[src/rtl/sof_map.vh]
// Purpose: constants for the stack operand formatter
// Assumes: one core clock, synchronous active-low reset
// Notes: type codes are sent by the execution unit with each request
//
// Overview of operation
// - the result stack holds eight layers, layer zero is the top
// - each load pushes layers up by one (narrow four-byte: by two), deepest is lost, new enters top
// - narrow variant has 16-bit layers, four-byte types use a layer pair
// - narrow variant bit load fills top layer with the bit, 0 or 65535
// - narrow variant bit store writes the OR of all top layer bits
// - narrow variant byte load fills low byte, clears upper byte
// - narrow variant byte store writes only the low byte of the top
// - narrow variant word load: lower register low byte, higher one upper
// - narrow variant word store: low byte to lower register, upper higher
// - narrow four-byte load fills layers zero and one in byte order
// - narrow four-byte store writes the top pair to four registers
// - single float is a four-byte value, sign, 8-bit exponent, mantissa
// - patterns 7F800000 and FF800000 flag positive and negative overflow
// - signed narrow loads zero-fill and never sign-extend
// - wide variant has 32-bit layers, no layer pairing here
// - wide variant bit load fills all 32 bits with the bit
// - wide variant bit store writes one when any top bit is set
// - wide variant byte load fills lowest byte, clears the other three
// - wide variant byte store writes only the lowest byte
// - wide variant word load fills lower half, clears upper half
// - wide variant word store writes only the lower half, low byte first
`ifndef SOF_MAP_VH
`define SOF_MAP_VH

// stack geometry
`define SOF_DEPTH      8
`define SOF_W_NARROW   16
`define SOF_W_WIDE     32

// operand type codes
`define SOF_T_BOOL     3'h0
`define SOF_T_BYTE     3'h1
`define SOF_T_WORD     3'h2
`define SOF_T_DWORD    3'h3
`define SOF_T_REAL     3'h4

// byte counts per type
`define SOF_N_ONE      3'h1
`define SOF_N_TWO      3'h2
`define SOF_N_FOUR     3'h4

// overflow patterns of a single float
`define SOF_POS_INF    32'h7F800000
`define SOF_NEG_INF    32'hFF800000

`endif

[src/rtl/sof_load_pack.v]
// Purpose: shape gathered scratchpad bytes into new stack layers
// Assumes: gathered bytes sit in ascending register order, lowest first
// Notes: purely combinational; the caller registers the result
`timescale 1ns/1ps
`include "sof_map.vh"

module sof_load_pack #(
   parameter WIDE = 0
) (
   input  wire [2:0]                  opType,
   input  wire [31:0]                 gathered,
   input  wire                        bitVal,
   output reg  [(WIDE ? 32 : 16)-1:0] newLow,
   output reg  [(WIDE ? 32 : 16)-1:0] newHigh,
   output reg                         pushTwo
);

   localparam LW = WIDE ? `SOF_W_WIDE : `SOF_W_NARROW;

   // zero fill for byte and word loads: no sign extension for signed types
   always @* begin
      newLow  = {LW{1'b0}};
      newHigh = {LW{1'b0}};
      pushTwo = 1'b0;
      case (opType)
         `SOF_T_BOOL: begin
            newLow = {LW{bitVal}};
         end
         `SOF_T_BYTE: begin
            newLow[7:0] = gathered[7:0];
         end
         `SOF_T_WORD: begin
            newLow[15:0] = gathered[15:0];
         end
         `SOF_T_DWORD, `SOF_T_REAL: begin
            if (WIDE) begin
               newLow = gathered[LW-1:0];
            end else begin
               newLow  = gathered[LW-1:0];
               newHigh = gathered[31:32-LW];
               pushTwo = 1'b1;
            end
         end
         default: begin
            pushTwo = 1'b0;
         end
      endcase
   end

endmodule

[src/rtl/sof_formatter.v]
// Purpose: load and store formatting between scratchpad and result stack
// Assumes: scratchpad read data returns one cycle after the read strobe
// Notes: one request at a time; loads push, stores leave the stack alone
`timescale 1ns/1ps
`include "sof_map.vh"

module sof_formatter #(
   parameter WIDE = 0
) (
   input  wire                        mclk,
   input  wire                        nrst,
   input  wire                        reqValid,
   input  wire                        reqStore,
   input  wire [2:0]                  reqType,
   input  wire [15:0]                 reqBase,
   input  wire [2:0]                  reqBit,
   output wire                        reqReady,
   output reg                         reqDone,
   output reg                         reqBadType,
   output reg  [15:0]                 spAddr,
   output reg                         spRdEn,
   input  wire [7:0]                  spRdData,
   output reg                         spWrEn,
   output reg  [7:0]                  spWrData,
   output reg  [7:0]                  spWrMask,
   output wire [(WIDE ? 32 : 16)-1:0] stackTopLayer,
   output wire [(WIDE ? 32 : 16)-1:0] secondStackLayer,
   output wire [(WIDE ? 32 : 16)-1:0] deepestStackLayer,
   output wire [31:0]                 topDoubleLayer,
   output reg                         topPosInf,
   output reg                         topNegInf
);

   localparam LW = WIDE ? `SOF_W_WIDE : `SOF_W_NARROW;
   localparam SW = LW * `SOF_DEPTH;

   // sequencer states
   localparam ST_IDLE = 3'h0;
   localparam ST_RD   = 3'h1;
   localparam ST_LAST = 3'h2;
   localparam ST_PUSH = 3'h3;
   localparam ST_WR   = 3'h4;

   // load walk, one byte per cycle:
   //   accept edge : request latched, first read strobe launched
   //   RD cycles   : one strobe per byte, address is base plus index
   //   a cycle on  : that byte comes back and lands in the gather word
   //   LAST        : the final byte lands
   //   PUSH        : the stack moves by one layer, or by two for a pair
   //   after PUSH  : reqDone high for one cycle, stack already settled
   // store walk:
   //   accept edge : first write strobe, data and mask launched with it
   //   WR cycles   : one byte per cycle, lowest register first
   //   after last  : reqDone high for one cycle, memory already written
   // reqDone rises n + 2 edges after acceptance for a load of n bytes and
   // n edges after it for a store; a store never moves the stack
   // an unknown type is refused at once: reqBadType and reqDone pulse
   // together one edge later and nothing else moves

   reg  [2:0]    state_q;
   reg  [2:0]    state_d;
   reg  [2:0]    type_q;
   reg  [15:0]   base_q;
   reg  [2:0]    bit_q;
   reg  [2:0]    nBytes_q;
   reg  [1:0]    cnt_q;
   reg  [1:0]    cnt_d;
   reg           capEn_q;
   reg  [1:0]    capIdx_q;
   reg  [31:0]   gath_q;
   reg  [SW-1:0] stack_q;
   wire [SW-1:0] stack_d;
   wire [LW-1:0] newLow;
   wire [LW-1:0] newHigh;
   wire          pushTwo;
   wire          doPush;
   wire          lastByte;
   wire          topAny;
   reg  [2:0]    nBytesReq;
   reg           typeOk;
   wire [31:0]   storeSrc;
   wire [7:0]    storeByte;
   // write side, completion and overflow flag helpers
   wire          refuse;
   wire [2:0]    wrType;
   wire [2:0]    wrBit;
   wire [31:0]   nextTop;
   reg           doneNext;

   // layer views of the flat stack vector
   assign stackTopLayer     = stack_q[LW-1:0];
   assign secondStackLayer  = stack_q[2*LW-1:LW];
   assign deepestStackLayer = stack_q[SW-1:SW-LW];

   // the top pair in narrow mode and the wide top layer share bits 31:0
   assign topDoubleLayer = stack_q[31:0];

   assign reqReady = (state_q == ST_IDLE);

   // byte count of each operand type; unknown codes are refused
   always @* begin
      nBytesReq = `SOF_N_ONE;
      typeOk    = 1'b1;
      case (reqType)
         `SOF_T_BOOL:  nBytesReq = `SOF_N_ONE;
         `SOF_T_BYTE:  nBytesReq = `SOF_N_ONE;
         `SOF_T_WORD:  nBytesReq = `SOF_N_TWO;
         `SOF_T_DWORD: nBytesReq = `SOF_N_FOUR;
         `SOF_T_REAL:  nBytesReq = `SOF_N_FOUR;
         default:      typeOk    = 1'b0;
      endcase
   end

   assign lastByte = ({1'b0, cnt_q} == (nBytes_q - 3'h1));

   // next state; a load ends with one push, a store never touches the stack
   always @* begin
      state_d = state_q;
      cnt_d   = cnt_q;
      case (state_q)
         ST_IDLE: begin
            cnt_d = 2'h0;
            if (reqValid && typeOk) begin
               if (reqStore) begin
                  state_d = ST_WR;
               end else begin
                  state_d = ST_RD;
               end
            end
         end
         ST_RD: begin
            if (lastByte) begin
               state_d = ST_LAST;
            end else begin
               cnt_d = cnt_q + 2'h1;
            end
         end
         ST_LAST: begin
            state_d = ST_PUSH;
         end
         ST_PUSH: begin
            state_d = ST_IDLE;
         end
         ST_WR: begin
            if (lastByte) begin
               state_d = ST_IDLE;
            end else begin
               cnt_d = cnt_q + 2'h1;
            end
         end
         default: begin
            state_d = ST_IDLE;
         end
      endcase
   end

   // state, counters and the latched request
   always @(posedge mclk) begin
      if (!nrst) begin
         state_q  <= ST_IDLE;
         cnt_q    <= 2'h0;
         type_q   <= `SOF_T_BOOL;
         base_q   <= 16'h0000;
         bit_q    <= 3'h0;
         nBytes_q <= `SOF_N_ONE;
      end else begin
         state_q <= state_d;
         cnt_q   <= cnt_d;
         if (reqReady && reqValid && typeOk) begin
            type_q   <= reqType;
            base_q   <= reqBase;
            bit_q    <= reqBit;
            nBytes_q <= nBytesReq;
         end
      end
   end

   // read data arrives a cycle late, so the byte index is carried along
   always @(posedge mclk) begin
      if (!nrst) begin
         capEn_q  <= 1'b0;
         capIdx_q <= 2'h0;
      end else begin
         capEn_q  <= (state_q == ST_RD);
         capIdx_q <= cnt_q;
      end
   end

   // ascending registers fill ascending bytes of the gather word
   always @(posedge mclk) begin
      if (!nrst) begin
         gath_q <= 32'h00000000;
      end else if (state_q == ST_IDLE) begin
         gath_q <= 32'h00000000;
      end else if (capEn_q) begin
         gath_q[8*capIdx_q +: 8] <= spRdData;
      end
   end

   // format the gathered bytes into one or two new layers
   sof_load_pack #(
      .WIDE     (WIDE)
   ) uPack (
      .opType   (type_q),
      .gathered (gath_q),
      .bitVal   (gath_q[bit_q]),
      .newLow   (newLow),
      .newHigh  (newHigh),
      .pushTwo  (pushTwo)
   );

   assign doPush = (state_q == ST_PUSH);

   // per layer shift: one step, or two for a narrow four-byte value
   genvar i;
   generate
      for (i = 0; i < `SOF_DEPTH; i = i + 1) begin : gLayer
         if (i == 0) begin : gTop
            assign stack_d[LW-1:0] = newLow;
         end else if (i == 1) begin : gSecond
            assign stack_d[2*LW-1:LW] = pushTwo ? newHigh
                                     : stack_q[LW-1:0];
         end else begin : gDeep
            assign stack_d[(i+1)*LW-1:i*LW] = pushTwo
               ? stack_q[(i-1)*LW-1:(i-2)*LW]
               : stack_q[i*LW-1:(i-1)*LW];
         end
      end
   endgenerate

   // deepest layer falls off the end, new data enters the top
   always @(posedge mclk) begin
      if (!nrst) begin
         stack_q <= {SW{1'b0}};
      end else if (doPush) begin
         stack_q <= stack_d;
      end
   end

   // store source: narrow pair or wide layer, lowest byte first; the byte
   // is picked by cnt_d because it is launched one cycle ahead of its use
   assign storeSrc  = stack_q[31:0];
   assign storeByte = storeSrc[8*cnt_d +: 8];
   assign topAny    = |stack_q[LW-1:0];

   // scratchpad strobes come from flops, one byte per cycle
   always @(posedge mclk) begin
      if (!nrst) begin
         spAddr   <= 16'h0000;
         spRdEn   <= 1'b0;
         spWrEn   <= 1'b0;
      end else begin
         spRdEn   <= 1'b0;
         spWrEn   <= 1'b0;
         if (state_d == ST_RD) begin
            spRdEn <= 1'b1;
            spAddr <= (state_q == ST_IDLE) ? reqBase
                    : base_q + {14'h0000, cnt_d};
         end else if (state_d == ST_WR) begin
            spWrEn <= 1'b1;
            spAddr <= (state_q == ST_IDLE) ? reqBase
                    : base_q + {14'h0000, cnt_d};
         end
      end
   end

   // at the accepting edge the latched copies are not loaded yet, so the
   // first write takes type and bit straight from the request
   assign wrType = reqReady ? reqType : type_q;
   assign wrBit  = reqReady ? reqBit : bit_q;

   // data and mask leave with the address of the same byte; a bit store
   // touches its one bit only, the rest of that register survives
   always @(posedge mclk) begin
      if (!nrst) begin
         spWrData <= 8'h00;
         spWrMask <= 8'h00;
      end else begin
         spWrMask <= 8'h00;
         if (state_d == ST_WR) begin
            if (wrType == `SOF_T_BOOL) begin
               spWrData <= {8{topAny}};
               spWrMask <= 8'h01 << wrBit;
            end else begin
               spWrData <= storeByte;
               spWrMask <= 8'hFF;
            end
         end
      end
   end

   // an unknown type is answered, not ignored, so no requester hangs
   assign refuse = reqReady && reqValid && !typeOk;

   // completion: after the push of a load, after the last byte of a
   // store, or straight away for a refused request
   always @* begin
      doneNext = 1'b0;
      case (state_q)
         ST_IDLE: begin
            doneNext = refuse;
         end
         ST_PUSH: begin
            doneNext = 1'b1;
         end
         ST_WR: begin
            doneNext = lastByte;
         end
         default: begin
            doneNext = 1'b0;
         end
      endcase
   end

   // one cycle pulses for the execution unit
   always @(posedge mclk) begin
      if (!nrst) begin
         reqDone    <= 1'b0;
         reqBadType <= 1'b0;
      end else begin
         reqDone    <= doneNext;
         reqBadType <= refuse;
      end
   end

   // overflow patterns of the top pair, or of the wide top layer; taken
   // from the value the stack is about to hold, so a flag changes at the
   // same edge as the layers and never lags them
   assign nextTop = doPush ? stack_d[31:0] : stack_q[31:0];

   always @(posedge mclk) begin
      if (!nrst) begin
         topPosInf <= 1'b0;
         topNegInf <= 1'b0;
      end else begin
         topPosInf <= (nextTop == `SOF_POS_INF);
         topNegInf <= (nextTop == `SOF_NEG_INF);
      end
   end

endmodule

[config.mk]
export PLATFORM = sky130hd
export DESIGN_NAME = sof_formatter
export DESIGN_NICKNAME = d
export VERILOG_FILES = /design/src/rtl/sof_load_pack.v /design/src/rtl/sof_formatter.v
export VERILOG_INCLUDE_DIRS = /design/src /design/src/rtl
export SDC_FILE = /design/constraint.sdc
export NUM_CORES = 1
export LEC_CHECK = 0
export BUFFER_PORTS_ARGS = -buffer_cell sky130_fd_sc_hd__buf_2
export CORE_MARGIN = 3
export CORE_UTILIZATION = 55
export DETAILED_ROUTE_END_ITERATION = 8
export PLACE_DENSITY = 0.78
export SKIP_CTS_REPAIR_TIMING = 1
export SLEW_MARGIN = 10
export SYNTH_ARGS = -nofsm -noshare
export SYNTH_HDL_FRONTEND = slang
export SYNTH_SLANG_ARGS = --single-unit
[constraint.sdc]
create_clock -name mclk -period 3.5 [get_ports mclk]
set_input_delay 1.05 -clock mclk [delete_from_list [all_inputs] [get_ports mclk]]
set_output_delay 1.05 -clock mclk [all_outputs]
set_load 0.02 [all_outputs]
==> results.cfg <==
[status]
status = finished, final reports clean

[clock_network]
clock-sinks = 231
cts_tree = done
cts_made_buffers = 24
clk_latency_ps = 520
clk_pin_slew_worst_paths_ps = 60
clockBufferDepth = 3
htreeDepth = 1
root_buffer = clkbuf_16

[synth]
synth_top_area_share_pct = 40.6
yosys_register_bits = 231
synth_most_common_cell = dfxtp_1
synth-edff-count = 0
yosysSeqAreaShare_pct = 40.6
synth.distinct_cells = 57
syn_area_per_cell_sq_um = 9.05
synth_nets = 1300
synth_area_sq_um = 11400
yosysWarnings = 0
synth_common_cells = dfxtp_1 (231), nand2_1 (212), mux2i_1 (120)
async_reset_ff_share_pct = 0
synth_area_leaders = dfxtp_1 (41%), mux2i_1 (11%), o211a_1 (9.7%), nand2_1 (7.0%), buf_4 (6.3%)
yosys.area.top_type = dfxtp_1
syn_inst = 1257
yosys_most_used_dff = dfxtp_1

[global_routing]
grtUsageMet3_pct = 4.60
met2_usage_pct = 35.7
overflow = 0
first_global_vias = 8361
global_route.peak_usage_layer = met2
grt_pass1_wl_mm = 43.6
antenna_found_initial = 0
grt.total_usage_pct = 23.5
grt_max_degree = 201
grtUsageMet1_pct = 33.6

[critical_path]
worstPathArrival_ps = 3560
endpoint_kind = flip-flop
cp_top_family = simple AND/OR/NAND/NOR gates
path_cells = inv_1 -> ha_1 -> xnor2_1 -> or3_4 -> a211oi_4 -> ha_1 -> fa_1 -> nand3_1 -> nor4_1 -> xnor2_1 -> nand2_1 -> o211ai_1 -> a21boi_0
cpPeakStageDelay_ps = 400
cp-start-kind = flip-flop
critPathKind = reg2reg
crit_fanout = 5
path_buf_inv = 1
crit_slowest_cell = nor4_1
reg2reg_slack_ps = 340
required_ps = 3900

[cells_and_area]
nNetsFinal = 1332
syn2layout_area_growth_pct = 9.72
diodes = 0
drive_gt1_share_pct = 17.3

[placement]
gp_congestion = 0.876
hpwlAfterDp_mm = 18.3
port_buffers = 152

[timing]
rsz0062_at_grt = false
totalNegativeSetupSlack_ps = 0
worstMarginPinSlew_ps = 1080
hold_viol = 0
fin_crit_sh_pct = 90.4
slew_viol_final = 0
clock_skew_ps = 7.69
fmax_ghz = 0.316
maxSlewHeadroom_pct = 28.0
finalSetupViolCount = 0
period_minus_slack_ps = 3160

[floorplanning]
core_area_sq_um = 19900
initial_core_util_pct = 57.2
rows = 51
die_x_microns = 150
fp.dieH_microns = 150
io_pins = 153
die-area_sq_um = 22500

[power_and_ir_drop]
p_leak_nw = 5.97
power_density_nw_per_um2 = 496
ir_worst_vdd_mv = 0.321
power_mw = 6.19

[routing]
drt_iter0_markers = 904
drt_pass1_iterations = 5
remaining_drc_errors = 0
wl_per_cell_microns = 17.5
viasPerCell = 5.84
antenna_left = 0
via_count = 9165
wl_mm = 27.4

[job]
cap_violations = 0

[hold_path]
hp-class = reg2reg
layout by cell type, fill, tap and decap left out, types with 8 or more instances in the layout:
master and count:
a211oi_1 8, a21boi_0 30, a21oi_1 48, a22oi_1 34, and2_1 18, buf_2 151, buf_4 16, clkbuf_16 25
dfxtp_1 231, ha_1 8, inv_1 10, mux2i_1 120, nand2_1 211, nand3_1 21, nand3b_1 10, nor2_1 61
nor2b_1 16, nor3_1 9, nor4_1 15, o211a_1 110, o211ai_1 11, o21ai_0 31, o31ai_1 8, or3_1 11
xnor2_1 15
layout make-up:
type                       instances  area (sq um)
tap                              265           332
timing repair buffer             171           956
sequential                       231          4620
clock inverter                     7          62.6
fill                            1684          7420
multi-input combinational        850          5730
inverter                          11          42.5
clock buffer                      35           733
cells by family after synthesis:
logic type | share of synthesized area, %
simple gates | 16.0
fa+ha+maj | 1.06
mux | 11.2
xor+xnor | 1.39
buf+inv | 9.12
compound gates | 20.6
flops | 40.6
path summary, 6_finish.rpt:
check | endpoint | start | cells past startpoint
worst min register to register | spAddr[13] | spAddr[13] | 2
worst min-delay path | spAddr[13] | spAddr[13] | 2
worst max-delay path | spAddr[14] | nBytes_q[0] | 13
worst max register to register | spAddr[14] | nBytes_q[0] | 13
registers in the layout, indices dropped and copies added (netlist names):
signal / flops
stack_q: 128
capEn_q: 1
cnt_q: 2
spWrMask: 8
spRdEn: 1
state_q: 3
spWrEn: 1
reqDone: 1
bit_q: 3
reqBadType: 1
type_q: 3
topPosInf: 1
spAddr: 16
spWrData: 8
nBytes_q: 3
base_q: 16
gath_q: 32
capIdx_q: 2
topNegInf: 1
where the power goes:
group,switching [mW],internal [mW]
clock network,1.02,1.52
registers,0.0757,2.72
logic,0.543,0.307
stage by stage:
step                      worst slack (ps)  instance area (sq um)  cells  hold WS (ps)  utilization (%)
final                                  336                  12500   1570           469             62.7
after global routing                   123                  12500   1570           490             62.7
after CTS                              344                  12500   1570           473             62.7
after detailed placement               360                  11700   1528           462             58.7
after global placement                 462                  11700   1528           453             58.7
after floorplan                        402                  11400   1257           441                -
worst reg2reg max path: stages, from the launching register on:
cell	delay [ps]
dfxtp_1	390
inv_1	60
ha_1	320
xnor2_1	190
or3_4	380
a211oi_4	240
ha_1	220
fa_1	220
nand3_1	210
nor4_1	410
xnor2_1	160
nand2_1	70
o211ai_1	80
a21boi_0	100
layer usage:
layer,vias up,part of all wire [%]
met3,59,7.8
met2,348,43
met1,4306,46
met5,-,0
li1,4452,-
met4,0,2.8
(Power assumes the default switching activity.)
